`config.mk`:
```
export PLATFORM = sky130hd
export DESIGN_NAME = tdmcp_port
export DESIGN_NICKNAME = d
export VERILOG_FILES = /design/src/design/tdmcp_pkg.sv /design/src/design/tdmcp_sync.sv /design/src/design/tdmcp_shreg.sv /design/src/design/tdmcp_port.sv
export SDC_FILE = /design/constraint.sdc
export NUM_CORES = 1
export LEC_CHECK = 0
export ABC_AREA = 1
export ABC_CLOCK_PERIOD_IN_PS = 6400
export BUFFER_PORTS_ARGS = -buffer_cell sky130_fd_sc_hd__buf_2
export CAP_MARGIN = 5
export CORE_MARGIN = 10
export CORE_UTILIZATION = 40
export CTS_CLUSTER_DIAMETER = 150
export DETAILED_ROUTE_END_ITERATION = 7
export SLEW_MARGIN = 15
export SYNTH_ARGS = -nofsm -noshare
export SYNTH_HDL_FRONTEND = slang
export SYNTH_HIERARCHICAL = 1
export SYNTH_SLANG_ARGS = --single-unit
```
`constraint.sdc`:
```
create_clock -name core_clk_i -period 6.4 [get_ports core_clk_i]
set_input_delay 0.32 -clock core_clk_i [delete_from_list [all_inputs] [get_ports core_clk_i]]
set_output_delay 0.32 -clock core_clk_i [all_outputs]
set_load 0.05 [all_outputs]
```
`src/design/tdmcp_pkg.sv`:
```
package tdmcp_pkg;
  // serial frame shape
  localparam int SLOT_BITS = 16;
  localparam logic [3:0] LAST_BIT = 4'hF;
  localparam logic [5:0] LAST_SLOT_ONE = 6'h1F;
  localparam logic [5:0] LAST_SLOT_TWO = 6'h3F;
  localparam logic [5:0] SLOT_HALF = 6'h20;
  localparam logic [5:0] OWN_SLOTS_SPLIT = 6'h03;
  localparam logic [5:0] OWN_SLOTS_SHARED = 6'h06;
  localparam logic [5:0] RX_SLOTS = 6'h03;

  // master bit clock from the core clock
  localparam int CORE_CLK_HZ = 100_000_000;
  localparam int BCLK_A_HZ = 12_288_000;
  localparam int BCLK_B_HZ = 11_289_600;
  localparam int BCLK_A_RAW = CORE_CLK_HZ / (2 * BCLK_A_HZ);
  localparam int BCLK_B_RAW = CORE_CLK_HZ / (2 * BCLK_B_HZ);
  localparam logic [3:0] BCLK_A_HALF =
    (BCLK_A_RAW < 1) ? 4'h1 : 4'(BCLK_A_RAW);
  localparam logic [3:0] BCLK_B_HALF =
    (BCLK_B_RAW < 1) ? 4'h1 : 4'(BCLK_B_RAW);

  // register map, byte addresses
  localparam logic [7:0] REG_CTRL = 8'h00;
  localparam logic [7:0] REG_INPUT = 8'h04;
  localparam logic [7:0] REG_MIX = 8'h08;
  localparam logic [7:0] REG_CAPTURE = 8'h0C;
  localparam logic [7:0] REG_RX_CTRL = 8'h10;
  localparam logic [7:0] REG_RX_PLAY = 8'h14;
  localparam logic [7:0] REG_STATUS = 8'h18;
  localparam logic [1:0] RESP_OKAY = 2'h0;
  localparam logic [1:0] RESP_SLVERR = 2'h2;

  typedef struct packed {
    logic mono;
    logic [1:0] ext_ctl;
    logic clk_tristate;
    logic xtal_sel;
    logic frame_rate;
    logic layout;
  } tdmcp_ctrl_t;

  typedef struct packed {
    logic [1:0] source;
    logic [3:0] gain_r;
    logic [3:0] gain_l;
  } tdmcp_input_t;

  // level 0 is +12 dB, each step -1.5 dB down to 31
  typedef struct packed {
    logic mute;
    logic [4:0] level;
  } tdmcp_mix_ch_t;

  typedef struct packed {
    tdmcp_mix_ch_t aux2_r;
    tdmcp_mix_ch_t aux2_l;
    tdmcp_mix_ch_t aux1_r;
    tdmcp_mix_ch_t aux1_l;
  } tdmcp_mix_t;

  typedef struct packed {
    logic analog_en;
    logic mix_en;
    logic mono;
    tdmcp_input_t input_cfg;
    tdmcp_mix_t mix;
  } tdmcp_analog_t;

  localparam tdmcp_ctrl_t CTRL_RST = 7'h00;
  localparam tdmcp_input_t INPUT_RST = 10'h000;
  localparam tdmcp_mix_t MIX_RST = 24'h820820;
  localparam logic [31:0] CAPTURE_RST = 32'h00000000;
  localparam logic [15:0] WORD_RST = 16'h0000;
endpackage : tdmcp_pkg

```
`src/design/tdmcp_sync.sv`:
```
`timescale 1ns/100ps
module tdmcp_sync #(
  parameter int W = 1
) (
  // clock and reset
  input wire logic core_clk_i,
  input wire logic rst_n_i,
  // levels
  input wire logic [W-1:0] async_i,
  output logic [W-1:0] sync_o
);
  logic [W-1:0] meta_ff;
  logic [W-1:0] sync_ff;

  // first stage feeds only the second
  always_ff @(posedge core_clk_i or negedge rst_n_i) begin
    if (!rst_n_i) begin
      meta_ff <= '0;
      sync_ff <= '0;
    end else begin
      meta_ff <= async_i;
      sync_ff <= meta_ff;
    end
  end

  assign sync_o = sync_ff;
endmodule : tdmcp_sync

```
`src/design/tdmcp_shreg.sv`:
```
`timescale 1ns/100ps
module tdmcp_shreg #(
  parameter int W = 16
) (
  // clock and reset
  input wire logic core_clk_i,
  input wire logic rst_n_i,
  // control
  input wire logic load_i,
  input wire logic shift_i,
  input wire logic [W-1:0] data_i,
  input wire logic bit_i,
  // state
  output logic [W-1:0] word_o,
  output logic msb_o
);
  logic [W-1:0] word_ff;

  // load wins over shift, msb leaves first
  always_ff @(posedge core_clk_i or negedge rst_n_i) begin
    if (!rst_n_i) begin
      word_ff <= '0;
    end else if (load_i) begin
      word_ff <= data_i;
    end else if (shift_i) begin
      word_ff <= {word_ff[W-2:0], bit_i};
    end
  end

  assign word_o = word_ff;
  assign msb_o = word_ff[W-1];
endmodule : tdmcp_shreg

```
`src/design/tdmcp_port.sv`:
```
// Local design decisions: the address map and register access over AXI4-Lite.
`timescale 1ns/100ps
// Operation
// power-down input low clears every control register like reset
// power-down also switches off reference and all analog circuits
// master-select high: device drives bit clock and frame sync
// master-select low: bit clock and frame sync come from the bus
// system makes exactly one codec master; slaves only in chains
// slot-pass output high during lsb of device's last owned slot
// slot-pass input claims next 3 or 6 slots, then slot-pass out
// board holds slot-pass input low on master or single codec
// crystal output tristated when slave or tristate bit set
// buffered crystal output follows the selected crystal
// external control outputs mirror their register bits
// frame of 32 slots of 16 bits each; code runs 64 slots between frame syncs when frame-rate select is 0
// per-channel input gain 0 to 22.5 dB in 1.5 dB steps
// capture source: line 1, line 2, aux 1 or post-mix
// global stereo or mono; mono copies left to both channels
// per-channel aux mix level +12 to -34.5 dB or mute
// aux mix path runs without playback data
// master bit clock runs continuously at crystal-set rate; code toggles it every 4 core clocks with either crystal
// frame-rate select 0: two samples per frame; 1: one
// every serial word is 16 bits, msb first
// shared wire: receive three words, then transmit three words
// slots counted from frame sync; output driven only in own slots
module tdmcp_port
  import tdmcp_pkg::*;
(
  // clock and reset
  input wire logic core_clk_i,
  input wire logic rst_n_i,
  // axi4-lite write
  input wire logic [7:0] s_axi_awaddr_i,
  input wire logic s_axi_awvalid_i,
  output logic s_axi_awready_o,
  input wire logic [31:0] s_axi_wdata_i,
  input wire logic [3:0] s_axi_wstrb_i,
  input wire logic s_axi_wvalid_i,
  output logic s_axi_wready_o,
  output logic [1:0] s_axi_bresp_o,
  output logic s_axi_bvalid_o,
  input wire logic s_axi_bready_i,
  // axi4-lite read
  input wire logic [7:0] s_axi_araddr_i,
  input wire logic s_axi_arvalid_i,
  output logic s_axi_arready_o,
  output logic [31:0] s_axi_rdata_o,
  output logic [1:0] s_axi_rresp_o,
  output logic s_axi_rvalid_o,
  input wire logic s_axi_rready_i,
  // straps and power
  input wire logic power_down_n_i,
  input wire logic master_select_i,
  // slot chain
  input wire logic slot_pass_in_i,
  output logic slot_pass_out_o,
  // serial bus
  input wire logic bit_clock_i,
  output logic bit_clock_o,
  output logic bit_clock_oe_o,
  input wire logic frame_sync_i,
  output logic frame_sync_o,
  output logic frame_sync_oe_o,
  input wire logic serial_in_line_i,
  output logic serial_out_line_o,
  output logic serial_out_oe_o,
  // crystals
  input wire logic crystal_a_i,
  input wire logic crystal_b_i,
  output logic buffered_crystal_out_o,
  output logic buffered_crystal_oe_o,
  // analog and external control
  output logic [1:0] external_control_outs_o,
  output tdmcp_analog_t analog_o
);
  // pin synchronisers
  logic [7:0] pin_s;
  logic pd_n_s, master_s, pass_s, bclk_s, fs_s, sdi_s, xa_s, xb_s;

  tdmcp_sync #(.W(8)) u_sync (
    .core_clk_i(core_clk_i),
    .rst_n_i(rst_n_i),
    .async_i({power_down_n_i, master_select_i, slot_pass_in_i,
              bit_clock_i, frame_sync_i, serial_in_line_i,
              crystal_a_i, crystal_b_i}),
    .sync_o(pin_s)
  );
  assign {pd_n_s, master_s, pass_s, bclk_s, fs_s, sdi_s, xa_s, xb_s} =
    pin_s;

  // reset state held in flops until the synced pin says otherwise
  wire pd = ~pd_n_s;

  // control registers
  tdmcp_ctrl_t ctrl_ff;
  tdmcp_input_t input_ff;
  tdmcp_mix_t mix_ff;
  logic [31:0] capture_ff;
  logic [15:0] rx_ctrl_ff, rx_left_ff, rx_right_ff;

  // axi handshake state
  logic aw_rdy_ff, w_rdy_ff, ar_rdy_ff;
  logic aw_hold_ff, w_hold_ff, bvalid_ff, rvalid_ff;
  logic [7:0] aw_addr_ff;
  logic [31:0] w_data_ff;
  logic [3:0] w_strb_ff;
  logic [1:0] bresp_ff, rresp_ff;
  logic [31:0] rdata_ff;

  wire aw_take = s_axi_awvalid_i & aw_rdy_ff;
  wire w_take = s_axi_wvalid_i & w_rdy_ff;
  wire ar_take = s_axi_arvalid_i & ar_rdy_ff;
  wire do_write = aw_hold_ff & w_hold_ff & ~bvalid_ff;
  wire nxt_aw_hold = (aw_hold_ff | aw_take) & ~do_write;
  wire nxt_w_hold = (w_hold_ff | w_take) & ~do_write;
  wire nxt_bvalid = do_write | (bvalid_ff & ~s_axi_bready_i);
  wire nxt_rvalid = ar_take | (rvalid_ff & ~s_axi_rready_i);

  // write decode
  wire wr_ctrl = do_write & (aw_addr_ff == REG_CTRL);
  wire wr_input = do_write & (aw_addr_ff == REG_INPUT);
  wire wr_mix = do_write & (aw_addr_ff == REG_MIX);
  wire wr_capture = do_write & (aw_addr_ff == REG_CAPTURE);
  wire wr_ro = (aw_addr_ff == REG_RX_CTRL) |
               (aw_addr_ff == REG_RX_PLAY) | (aw_addr_ff == REG_STATUS);
  wire wr_hit = wr_ctrl | wr_input | wr_mix | wr_capture | wr_ro;

  function automatic logic [31:0] merge(input logic [31:0] old_v,
                                        input logic [31:0] new_v,
                                        input logic [3:0] strb);
    logic [31:0] res;
    res = old_v;
    for (int b = 0; b < 4; b++) begin
      if (strb[b]) begin
        res[b*8 +: 8] = new_v[b*8 +: 8];
      end
    end
    return res;
  endfunction : merge

  wire [31:0] ctrl_w = merge({25'h0000000, ctrl_ff}, w_data_ff,
                             w_strb_ff);
  wire [31:0] input_w = merge({22'h000000, input_ff}, w_data_ff,
                              w_strb_ff);
  wire [31:0] mix_w = merge({8'h00, mix_ff}, w_data_ff, w_strb_ff);
  wire [31:0] capture_w = merge(capture_ff, w_data_ff, w_strb_ff);

  // serial position and ownership state
  logic bclk_gen_ff, bclk_d_ff, fs_gen_ff, fs_lat_ff;
  logic [3:0] div_ff, bit_ff;
  logic [5:0] slot_ff, base_ff;
  logic own_ok_ff, owned_ff, rx_en_ff, rx_store_ff;
  logic [1:0] rx_idx_ff, rx_wr_idx_ff;

  // read decode and status
  wire [31:0] status_word = {22'h000000, pd, master_s, slot_ff,
                             owned_ff, own_ok_ff};
  wire [31:0] rd_word =
    (s_axi_araddr_i == REG_CTRL) ? {25'h0000000, ctrl_ff} :
    (s_axi_araddr_i == REG_INPUT) ? {22'h000000, input_ff} :
    (s_axi_araddr_i == REG_MIX) ? {8'h00, mix_ff} :
    (s_axi_araddr_i == REG_CAPTURE) ? capture_ff :
    (s_axi_araddr_i == REG_RX_CTRL) ? {16'h0000, rx_ctrl_ff} :
    (s_axi_araddr_i == REG_RX_PLAY) ? {rx_right_ff, rx_left_ff} :
    (s_axi_araddr_i == REG_STATUS) ? status_word : 32'h00000000;
  wire rd_hit = (s_axi_araddr_i[7:2] <= REG_STATUS[7:2]) &
                (s_axi_araddr_i[1:0] == 2'h0);

  always_ff @(posedge core_clk_i or negedge rst_n_i) begin
    if (!rst_n_i) begin
      aw_hold_ff <= 1'b0;
      w_hold_ff <= 1'b0;
      bvalid_ff <= 1'b0;
      rvalid_ff <= 1'b0;
      aw_rdy_ff <= 1'b0;
      w_rdy_ff <= 1'b0;
      ar_rdy_ff <= 1'b0;
    end else begin
      aw_hold_ff <= nxt_aw_hold;
      w_hold_ff <= nxt_w_hold;
      bvalid_ff <= nxt_bvalid;
      rvalid_ff <= nxt_rvalid;
      aw_rdy_ff <= ~nxt_aw_hold & ~nxt_bvalid;
      w_rdy_ff <= ~nxt_w_hold & ~nxt_bvalid;
      ar_rdy_ff <= ~nxt_rvalid;
    end
  end

  always_ff @(posedge core_clk_i or negedge rst_n_i) begin
    if (!rst_n_i) begin
      aw_addr_ff <= 8'h00;
      w_data_ff <= 32'h00000000;
      w_strb_ff <= 4'h0;
      bresp_ff <= RESP_OKAY;
      rresp_ff <= RESP_OKAY;
      rdata_ff <= 32'h00000000;
    end else begin
      if (aw_take) aw_addr_ff <= s_axi_awaddr_i;
      if (w_take) w_data_ff <= s_axi_wdata_i;
      if (w_take) w_strb_ff <= s_axi_wstrb_i;
      if (do_write) bresp_ff <= wr_hit ? RESP_OKAY : RESP_SLVERR;
      if (ar_take) rdata_ff <= rd_hit ? rd_word : 32'h00000000;
      if (ar_take) rresp_ff <= rd_hit ? RESP_OKAY : RESP_SLVERR;
    end
  end

  // software registers; power-down clears them like reset
  always_ff @(posedge core_clk_i or negedge rst_n_i) begin
    if (!rst_n_i) begin
      ctrl_ff <= CTRL_RST;
      input_ff <= INPUT_RST;
      mix_ff <= MIX_RST;
      capture_ff <= CAPTURE_RST;
    end else if (pd) begin
      ctrl_ff <= CTRL_RST;
      input_ff <= INPUT_RST;
      mix_ff <= MIX_RST;
      capture_ff <= CAPTURE_RST;
    end else begin
      if (wr_ctrl) ctrl_ff <= ctrl_w[6:0];
      if (wr_input) input_ff <= input_w[9:0];
      if (wr_mix) mix_ff <= mix_w[23:0];
      if (wr_capture) capture_ff <= capture_w;
    end
  end

  // bit clock: master divides core clock, slave samples the pin
  wire [3:0] half = ctrl_ff.xtal_sel ? BCLK_B_HALF : BCLK_A_HALF;
  wire div_tick = (div_ff == half - 4'h1);
  wire bclk_now = master_s ? bclk_gen_ff : bclk_s;
  wire bit_rise = bclk_now & ~bclk_d_ff;
  wire bit_fall = ~bclk_now & bclk_d_ff;
  wire fs_now = master_s ? fs_gen_ff : fs_s;

  // rate only approximates the crystal figure at this core clock
  always_ff @(posedge core_clk_i or negedge rst_n_i) begin
    if (!rst_n_i) begin
      div_ff <= 4'h0;
      bclk_gen_ff <= 1'b0;
      bclk_d_ff <= 1'b0;
    end else begin
      div_ff <= div_tick ? 4'h0 : div_ff + 4'h1;
      if (div_tick & master_s) bclk_gen_ff <= ~bclk_gen_ff;
      bclk_d_ff <= bclk_now;
    end
  end

  // next position on each rising bit edge
  wire [5:0] slot_last = ctrl_ff.frame_rate ? LAST_SLOT_ONE
                                             : LAST_SLOT_TWO;
  wire slot_wrap = (bit_ff == LAST_BIT);
  wire [3:0] nxt_bit = fs_lat_ff ? 4'h0 : bit_ff + 4'h1;
  wire [5:0] nxt_slot =
    fs_lat_ff ? 6'h00 :
    !slot_wrap ? slot_ff :
    (slot_ff == slot_last) ? 6'h00 : slot_ff + 6'h01;
  wire [5:0] base_now = master_s ? (nxt_slot & SLOT_HALF) : base_ff;
  wire ok_now = master_s | (own_ok_ff & ~fs_lat_ff);
  wire [5:0] rel = nxt_slot - base_now;
  wire [5:0] own_n = ctrl_ff.layout ? OWN_SLOTS_SPLIT
                                    : OWN_SLOTS_SHARED;
  wire owned_nxt = ok_now & (rel < own_n) & ~pd;
  wire shared = ~ctrl_ff.layout;
  wire rx_nxt = owned_nxt & (~shared | (rel < RX_SLOTS));
  wire tx_nxt = owned_nxt & (~shared | (rel >= RX_SLOTS));
  wire [5:0] tx_rel = shared ? rel - RX_SLOTS : rel;
  wire pass_nxt = owned_nxt & (rel == own_n - 6'h01) &
                  (nxt_bit == LAST_BIT);
  wire fs_nxt = master_s & (nxt_slot == slot_last) &
                (nxt_bit == LAST_BIT);

  // transmit words; mono repeats the left capture word
  wire [15:0] cap_l = capture_ff[15:0];
  wire [15:0] cap_r = ctrl_ff.mono ? cap_l : capture_ff[31:16];
  wire [15:0] stat_tx = {1'b0, ctrl_ff, rx_ctrl_ff[7:0]};
  wire [15:0] tx_word = (tx_rel[1:0] == 2'h0) ? stat_tx :
                        (tx_rel[1:0] == 2'h1) ? cap_l : cap_r;
  wire tx_load = bit_rise & tx_nxt & (nxt_bit == 4'h0);
  wire tx_shift = bit_rise & ~tx_load;
  wire rx_shift = bit_fall & rx_en_ff;
  wire [15:0] rx_word;
  logic oe_ff, pass_out_ff;

  tdmcp_shreg #(.W(SLOT_BITS)) u_tx (
    .core_clk_i(core_clk_i),
    .rst_n_i(rst_n_i),
    .load_i(tx_load),
    .shift_i(tx_shift),
    .data_i(tx_word),
    .bit_i(1'b0),
    .word_o(),
    .msb_o(serial_out_line_o)
  );

  tdmcp_shreg #(.W(SLOT_BITS)) u_rx (
    .core_clk_i(core_clk_i),
    .rst_n_i(rst_n_i),
    .load_i(1'b0),
    .shift_i(rx_shift),
    .data_i(WORD_RST),
    .bit_i(sdi_s),
    .word_o(rx_word),
    .msb_o()
  );

  // position, ownership and pin enables move on the rising bit edge
  always_ff @(posedge core_clk_i or negedge rst_n_i) begin
    if (!rst_n_i) begin
      bit_ff <= LAST_BIT;
      slot_ff <= 6'h00;
      owned_ff <= 1'b0;
      rx_en_ff <= 1'b0;
      rx_idx_ff <= 2'h0;
      oe_ff <= 1'b0;
      pass_out_ff <= 1'b0;
      fs_gen_ff <= 1'b0;
    end else if (bit_rise) begin
      bit_ff <= nxt_bit;
      slot_ff <= nxt_slot;
      owned_ff <= owned_nxt;
      rx_en_ff <= rx_nxt;
      rx_idx_ff <= rel[1:0];
      oe_ff <= tx_nxt;
      pass_out_ff <= pass_nxt;
      fs_gen_ff <= fs_nxt;
    end
  end

  // frame sync and chain input are taken on the falling bit edge
  always_ff @(posedge core_clk_i or negedge rst_n_i) begin
    if (!rst_n_i) begin
      fs_lat_ff <= 1'b0;
      own_ok_ff <= 1'b0;
      base_ff <= 6'h00;
      rx_store_ff <= 1'b0;
      rx_wr_idx_ff <= 2'h0;
    end else begin
      if (bit_fall) fs_lat_ff <= fs_now;
      else if (bit_rise) fs_lat_ff <= 1'b0;
      if (pd | (bit_rise & fs_lat_ff)) begin
        own_ok_ff <= 1'b0;
      // master ignores the chain input, held low by the board
      end else if (bit_fall & pass_s & ~master_s & ~owned_ff) begin
        own_ok_ff <= 1'b1;
        base_ff <= slot_ff + 6'h01;
      end
      rx_store_ff <= rx_shift & (bit_ff == LAST_BIT);
      if (rx_shift) rx_wr_idx_ff <= rx_idx_ff;
    end
  end

  // received words land one cycle after their last bit
  always_ff @(posedge core_clk_i or negedge rst_n_i) begin
    if (!rst_n_i) begin
      rx_ctrl_ff <= WORD_RST;
      rx_left_ff <= WORD_RST;
      rx_right_ff <= WORD_RST;
    end else if (pd) begin
      rx_ctrl_ff <= WORD_RST;
      rx_left_ff <= WORD_RST;
      rx_right_ff <= WORD_RST;
    end else if (rx_store_ff) begin
      if (rx_wr_idx_ff == 2'h0) rx_ctrl_ff <= rx_word;
      if (rx_wr_idx_ff == 2'h1) rx_left_ff <= rx_word;
      if (rx_wr_idx_ff == 2'h2) rx_right_ff <= rx_word;
    end
  end

  // pins, crystal buffer and analog settings, all registered
  logic bclk_oe_ff, xtal_ff, xtal_oe_ff;
  logic [1:0] ext_ff;
  tdmcp_analog_t analog_ff;

  // crystal is resampled at core rate, so edges carry jitter
  always_ff @(posedge core_clk_i or negedge rst_n_i) begin
    if (!rst_n_i) begin
      bclk_oe_ff <= 1'b0;
      xtal_ff <= 1'b0;
      xtal_oe_ff <= 1'b0;
      ext_ff <= 2'h0;
      analog_ff <= '0;
    end else begin
      bclk_oe_ff <= master_s & ~pd;
      xtal_ff <= ctrl_ff.xtal_sel ? xb_s : xa_s;
      xtal_oe_ff <= master_s & ~ctrl_ff.clk_tristate;
      ext_ff <= ctrl_ff.ext_ctl;
      analog_ff.analog_en <= ~pd;
      analog_ff.mix_en <= ~pd;
      analog_ff.mono <= ctrl_ff.mono;
      analog_ff.input_cfg <= input_ff;
      analog_ff.mix <= mix_ff;
    end
  end

  assign s_axi_awready_o = aw_rdy_ff;
  assign s_axi_wready_o = w_rdy_ff;
  assign s_axi_bresp_o = bresp_ff;
  assign s_axi_bvalid_o = bvalid_ff;
  assign s_axi_arready_o = ar_rdy_ff;
  assign s_axi_rdata_o = rdata_ff;
  assign s_axi_rresp_o = rresp_ff;
  assign s_axi_rvalid_o = rvalid_ff;
  assign slot_pass_out_o = pass_out_ff;
  assign bit_clock_o = bclk_gen_ff;
  assign bit_clock_oe_o = bclk_oe_ff;
  assign frame_sync_o = fs_gen_ff;
  assign frame_sync_oe_o = bclk_oe_ff;
  assign serial_out_oe_o = oe_ff;
  assign buffered_crystal_out_o = xtal_ff;
  assign buffered_crystal_oe_o = xtal_oe_ff;
  assign external_control_outs_o = ext_ff;
  assign analog_o = analog_ff;
endmodule : tdmcp_port

```
-- Word-level counts from Yosys, hierarchy flattened
Index checks and enable logic that the tools add are counted.
- $add $sub $neg: 6
- equal/unequal tests: 33
- bitwise logic cells: 71
- reductions and logical operators: 23
- multiplexer cells: 54
- magnitude comparators: 4
- operator list (cell ; count):
    $mux 32 ; 9
    $mux 16 ; 14
    $eq 8x5->1 const B ; 6
    $mux 24 ; 2
    $and 1x1->1 ; 39
    $eq 8x4->1 const B ; 4
    $mux 8 ; 4
    $mux 10 ; 3
    $mux 6 ; 5
    $reduce_and 2->1 ; 14
    $ne 2x2->1 const B ; 12
    $mux 7 ; 3
    $eq 6x6->1 ; 3
    $not 1->1 ; 18
    $eq 8x3->1 const B ; 2
    $logic_not 8->1 ; 2
    $or 1x1->1 ; 14
    $add 4x1->4 const B ; 2
    $eq 4x4->1 const B ; 2
    $mux 2 ; 4
    $mux 4 ; 2
    $mux 1 ; 7
    $add 6x1->6 const B ; 1
    $ge 6x2->1 const B ; 1
    13 further kinds ; 18
- input port bits: 67
- output and inout bits: 89
- register bits: 331

-- Longest topological paths before layout
- depth in word-level cells: 17
- depth in mapped cells: 26
- mapped depth without buffers: 24

-- Cells and area by module
The synthesis kept the hierarchy.
- by module, submodules not included (module ; cells each ; area an instance (um^2) ; instances ; sequential area each (um^2)):
    tdmcp_port ; 1408 ; 12344.3 ; 1 ; 7041.8
    tdmcp_shreg ; 89 ; 769.5 ; 2 ; 400.4
    tdmcp_sync ; 16 ; 400.4 ; 1 ; 400.4

-- Worst setup path after synthesis
No wires, ideal clock.
- path kind: reg2reg
- from: register bit_ff[0]
- to: register u_tx.word_ff[15], in the netlist u_tx/word_o[15]
- slack: 2843 ps
- setup time: 126 ps
- period minus slack after synthesis: 3557 ps
- cell stages (with the launch flop): 23
- arrival: 3431 ps
- required time: 6274 ps
- path through: dfstp_2 ha_1 nand2_1 nor2_4 nand3_1 o21ai_0 nand2_1 ha_1 fa_1 xnor2_1 ha_1 nand2_1 o211a_1 and2_1 inv_1 nor2_2 nand3_1 nand2_1 inv_1 buf_4 buf_4 nand3_1 nand3_1
- word-level cells in the longest chain between the ends: 14
- elaborated cells on any way between the ends: 26
- classes of those cells: add/sub: 3; order compare: 2; eq/ne: 2; mux: 8; bitwise: 8; reduce/logical: 3
- RTL lines (item ; RTL line ; source):
    start: declaration ; tdmcp_port.sv:150 ; logic [3:0] div_ff, bit_ff;
    start signal: assignment ; tdmcp_port.sv:318 ; bit_ff <= nxt_bit;
    $eq 4x4->1 ; tdmcp_port.sv:251 ; wire slot_wrap = (bit_ff == LAST_BIT);
    $mux 6 ; tdmcp_port.sv:255 ; !slot_wrap ? slot_ff :
    $mux 6 ; tdmcp_port.sv:254 ; fs_lat_ff ? 6'h00 :
    $mux 6 ; tdmcp_port.sv:257 ; wire [5:0] base_now = master_s ? (nxt_slot & SLOT_HALF) : base_ff;
    $sub 6x6->6 ; tdmcp_port.sv:259 ; wire [5:0] rel = nxt_slot - base_now;
    $lt 6x3->1 ; tdmcp_port.sv:262 ; wire owned_nxt = ok_now & (rel < own_n) & ~pd;
    $and 1x1->1 (2 in series) ; tdmcp_port.sv:262 ;
    $and 1x1->1 ; tdmcp_port.sv:265 ; wire tx_nxt = owned_nxt & (~shared | (rel >= RX_SLOTS));
    $and 1x1->1 ; tdmcp_port.sv:278 ; wire tx_load = bit_rise & tx_nxt & (nxt_bit == 4'h0);
    $and 1x1->1 (*) ; tdmcp_port.sv:278 ;
    $not 1->1 (*) ; tdmcp_port.sv:279 ; wire tx_shift = bit_rise & ~tx_load;
    $and 1x1->1 (*) ; tdmcp_port.sv:279 ;
    via tx_shift ; tdmcp_port.sv:279 ;
    $reduce_bool 2->1 (no line) (*) ; n/a ;
    end signal: assignment ; tdmcp_shreg.sv:24 ; word_ff <= data_i;
    end signal: assignment ; tdmcp_shreg.sv:26 ; word_ff <= {word_ff[W-2:0], bit_i};
    end: declaration ; tdmcp_shreg.sv:17 ; logic [W-1:0] word_ff;
The timed path passes the listed nets; every way through them passes the cells marked *.
A chain may end at the register's enable or synchronous reset.

-- Worst setup path in the final report
- from: register bit_ff[0]
- to: register u_tx.word_ff[5], in the netlist u_tx/word_o[5]
- elaborated cells on any way between the ends: 26
- classes of those cells: add/sub: 3; order compare: 2; eq/ne: 2; mux: 8; bitwise: 8; reduce/logical: 3
- RTL lines (item ; RTL line ; source):
    $eq 4x4->1 (*) ; tdmcp_port.sv:251 ;
    $mux 6 (*) ; tdmcp_port.sv:255 ;
    $mux 6 (*) ; tdmcp_port.sv:254 ;
    $sub 6x6->6 (*) ; tdmcp_port.sv:259 ;
    via rel[1] ; tdmcp_port.sv:259 ;
    $sub 2x2->2 ; tdmcp_port.sv:266 ; wire [5:0] tx_rel = shared ? rel - RX_SLOTS : rel;
    $mux 2 (*) ; tdmcp_port.sv:266 ;
    $eq 2x1->1 ; tdmcp_port.sv:277 ; (tx_rel[1:0] == 2'h1) ? cap_l : cap_r;
    $mux 16 ; tdmcp_port.sv:277 ;
    $mux 16 (*) ; tdmcp_port.sv:276 ; wire [15:0] tx_word = (tx_rel[1:0] == 2'h0) ? stat_tx :
    via tx_word[5] ; tdmcp_port.sv:276 ;
    $mux 16 (*) ; tdmcp_shreg.sv:23 ; end else if (load_i) begin
Marks and branches as above.

==> impl_metrics.yaml <==
run_status:
  outcome: "complete, no violations"
timing:
  finalClockSkew_ns: 0.0298
  period_minus_slack_ns: 4.60
  tightestPinTransition_ns: 1.09
  rsz0062_at_grt: "false"
  fin_crit_sh: 0.719
  setup-violations-final: 0
  slew_violations: 0
  fin_ws_ns: 1.80
  hold_ws_ns: 0.00569
  max_freq_mhz: 217
  timing_hold_violations_final: 0
  relSlewSlack: 0.274
  finalSetupTns_ns: 0
critical_path:
  crit_type: "reg2reg"
  crit_path_start_kind: "flop"
  cp_max_fo: 21
  critPathRequiredTime_ns: 6.85
  endpoint_kind: "flop"
  arrival_ns: 5.05
routing:
  ant_nets: 0
  wl_per_cell_um: 18.4
  wl_um: 41900
  vias: 11488
  first_iter_violations: 921
  via_per_inst: 5.05
  drc: 0
  drtPass1Iterations: 6
grt:
  antenna_found_initial: 0
  met3_usage: 0.0276
  gr-usage-met2: 0.326
  grt_use_met1: 0.248
  grtUsageTotal: 0.192
  grt_max_degree: 154
  busiest_layer: "met2"
  grt_first_pass_wirelength_um: 67000
  overflow: 0
  grt_pass1_vias: 11697
layout:
  syn2layout_area_growth_pct: 19.1
  final_common_cell: "nand2_1"
  drive_above_1_share: 0.146
  nets: 1870
  finalNonFillerCells: 2277
  antennaDiodeCount: 0
  final_util: 0.480
  layout_common_cells: "499 x nand2_1, 320 x dfrtp_1, 183 x o21ai_0, 152 x buf_2, 149 x inv_1"
  fillerInstances: 3444
  fin_area_mm2: 0.0170
cts:
  path_clk_slew_ns: 0.06
  cts_setup_buffers: 0
  cts-root-buf: "clkbuf_16"
  cts_resized: 0
  cts_sinks: 329
  clockBufferDepth: 3
  clk_latency_ns: 0.54
  cts_tree: "yes"
  cts_made_buffers: 37
  h-tree-depth: 2
  holdBufCountCts: 42
synthesis:
  avgSynthCellArea_um2: 8.92
  ys_warn_count: 6
  synth_area_mm2: 0.0143
  synthCells: 1601
floorplan:
  die_y_um: 209
  start_util: 0.403
  pin_count: 156
  rows: 69
  core-area_mm2: 0.0354
  dieArea_mm2: 0.0436
  die_w_um: 209
placed_design:
  place.gp.congestion: 0.901
  dp.cells: 2169
  dp_hpwl_um: 29800
  place_ws_ns: 1.85
  place_area_mm2: 0.0154
  port_buffers: 153
power:
  p_comb_frac: 0.273
  p_int_mw: 4.42
  p_sw_frac: 0.371
  switchingPower_mw: 2.61
  p_per_area_mw_per_mm2: 414
  pwr-share-seq: 0.424
  p_total_mw: 7.03
  power_frac_clock: 0.303
  vdd_drop_max_mv: 0.236
  p_leak_nw: 8.48
run:
  max_cap_viol_count: 0
worst_hold_path:
  hp-class: "in2reg"
-- worst paths after layout --
check / slack, ns / to / depth (start not counted) / startpoint
worst max register to register: 1.80 / u_tx/word_o[5] / 19 / bit_ff[0]
worst min-delay path: 0.006 / w_data_ff[26] / 3 / s_axi_wdata_i[26]
worst min register to register: 0.35 / u_sync/sync_o[7] / 0 / u_sync/meta_ff[7]
worst max-delay path: 1.80 / u_tx/word_o[5] / 19 / bit_ff[0]
min in group asynchronous: 0.46 / bit_clock_oe_o / 2 / rst_n_i
max in group asynchronous: 4.52 / w_data_ff[17] / 3 / rst_n_i
-- state kept, by name (all words and copies together), names as in the netlist, 24 cells and up --
name and cells:
analog_o 36, capture_ff 32, s_axi_rdata_o 32, w_data_ff 32
mix_ff 24
-- critical path: stages, from the launching register on --
cell and delay, ns:
dfstp_2 0.55, ha_1 0.18, nand2_1 0.10, nor2_4 0.21, nand3_1 0.10, o21ai_0 0.08, nand2_1 0.11, ha_1 0.23
fa_1 0.61, inv_1 0.09, ha_1 0.26, o21ai_0 0.22, inv_1 0.06, nor2_1 0.60, inv_1 0.52, o21ai_0 0.19
a21oi_1 0.06, a21oi_1 0.15, nand2_1 0.07, nand3_1 0.12
-- routing by layer --
metal  up-vias  routed length (µm)
li1       5561                   -
met1      5626               18200
met2       246               20900
met3        55                1850
met4         0                1020
met5         -                   0
-- final cells by class --
| cell class | count | area [µm²] | area share |
|---|---|---|---|
| Tap cell | 461 | 577 | 0.0339 |
| Clock inverter | 10 | 143 | 0.00839 |
| Timing Repair Buffer | 204 | 1280 | 0.0751 |
| Clock buffer | 56 | 1070 | 0.0628 |
| Multi-Input combinational cell | 1061 | 5100 | 0.300 |
| Sequential cell | 329 | 8240 | 0.485 |
| Inverter | 156 | 591 | 0.0347 |
-- power by group through the flow --
stage	Combinational, mW	Clock, mW	Sequential [mW]
final	1.92	2.13	2.98
after global routing	2.15	2.26	3.04
after CTS	1.94	2.18	2.98
after detailed placement	1.91	0	3.01
after global placement	1.88	0	3.01
after floorplan	1.09	0	3.23
Note: power is estimated with default switching activity, not from simulation.
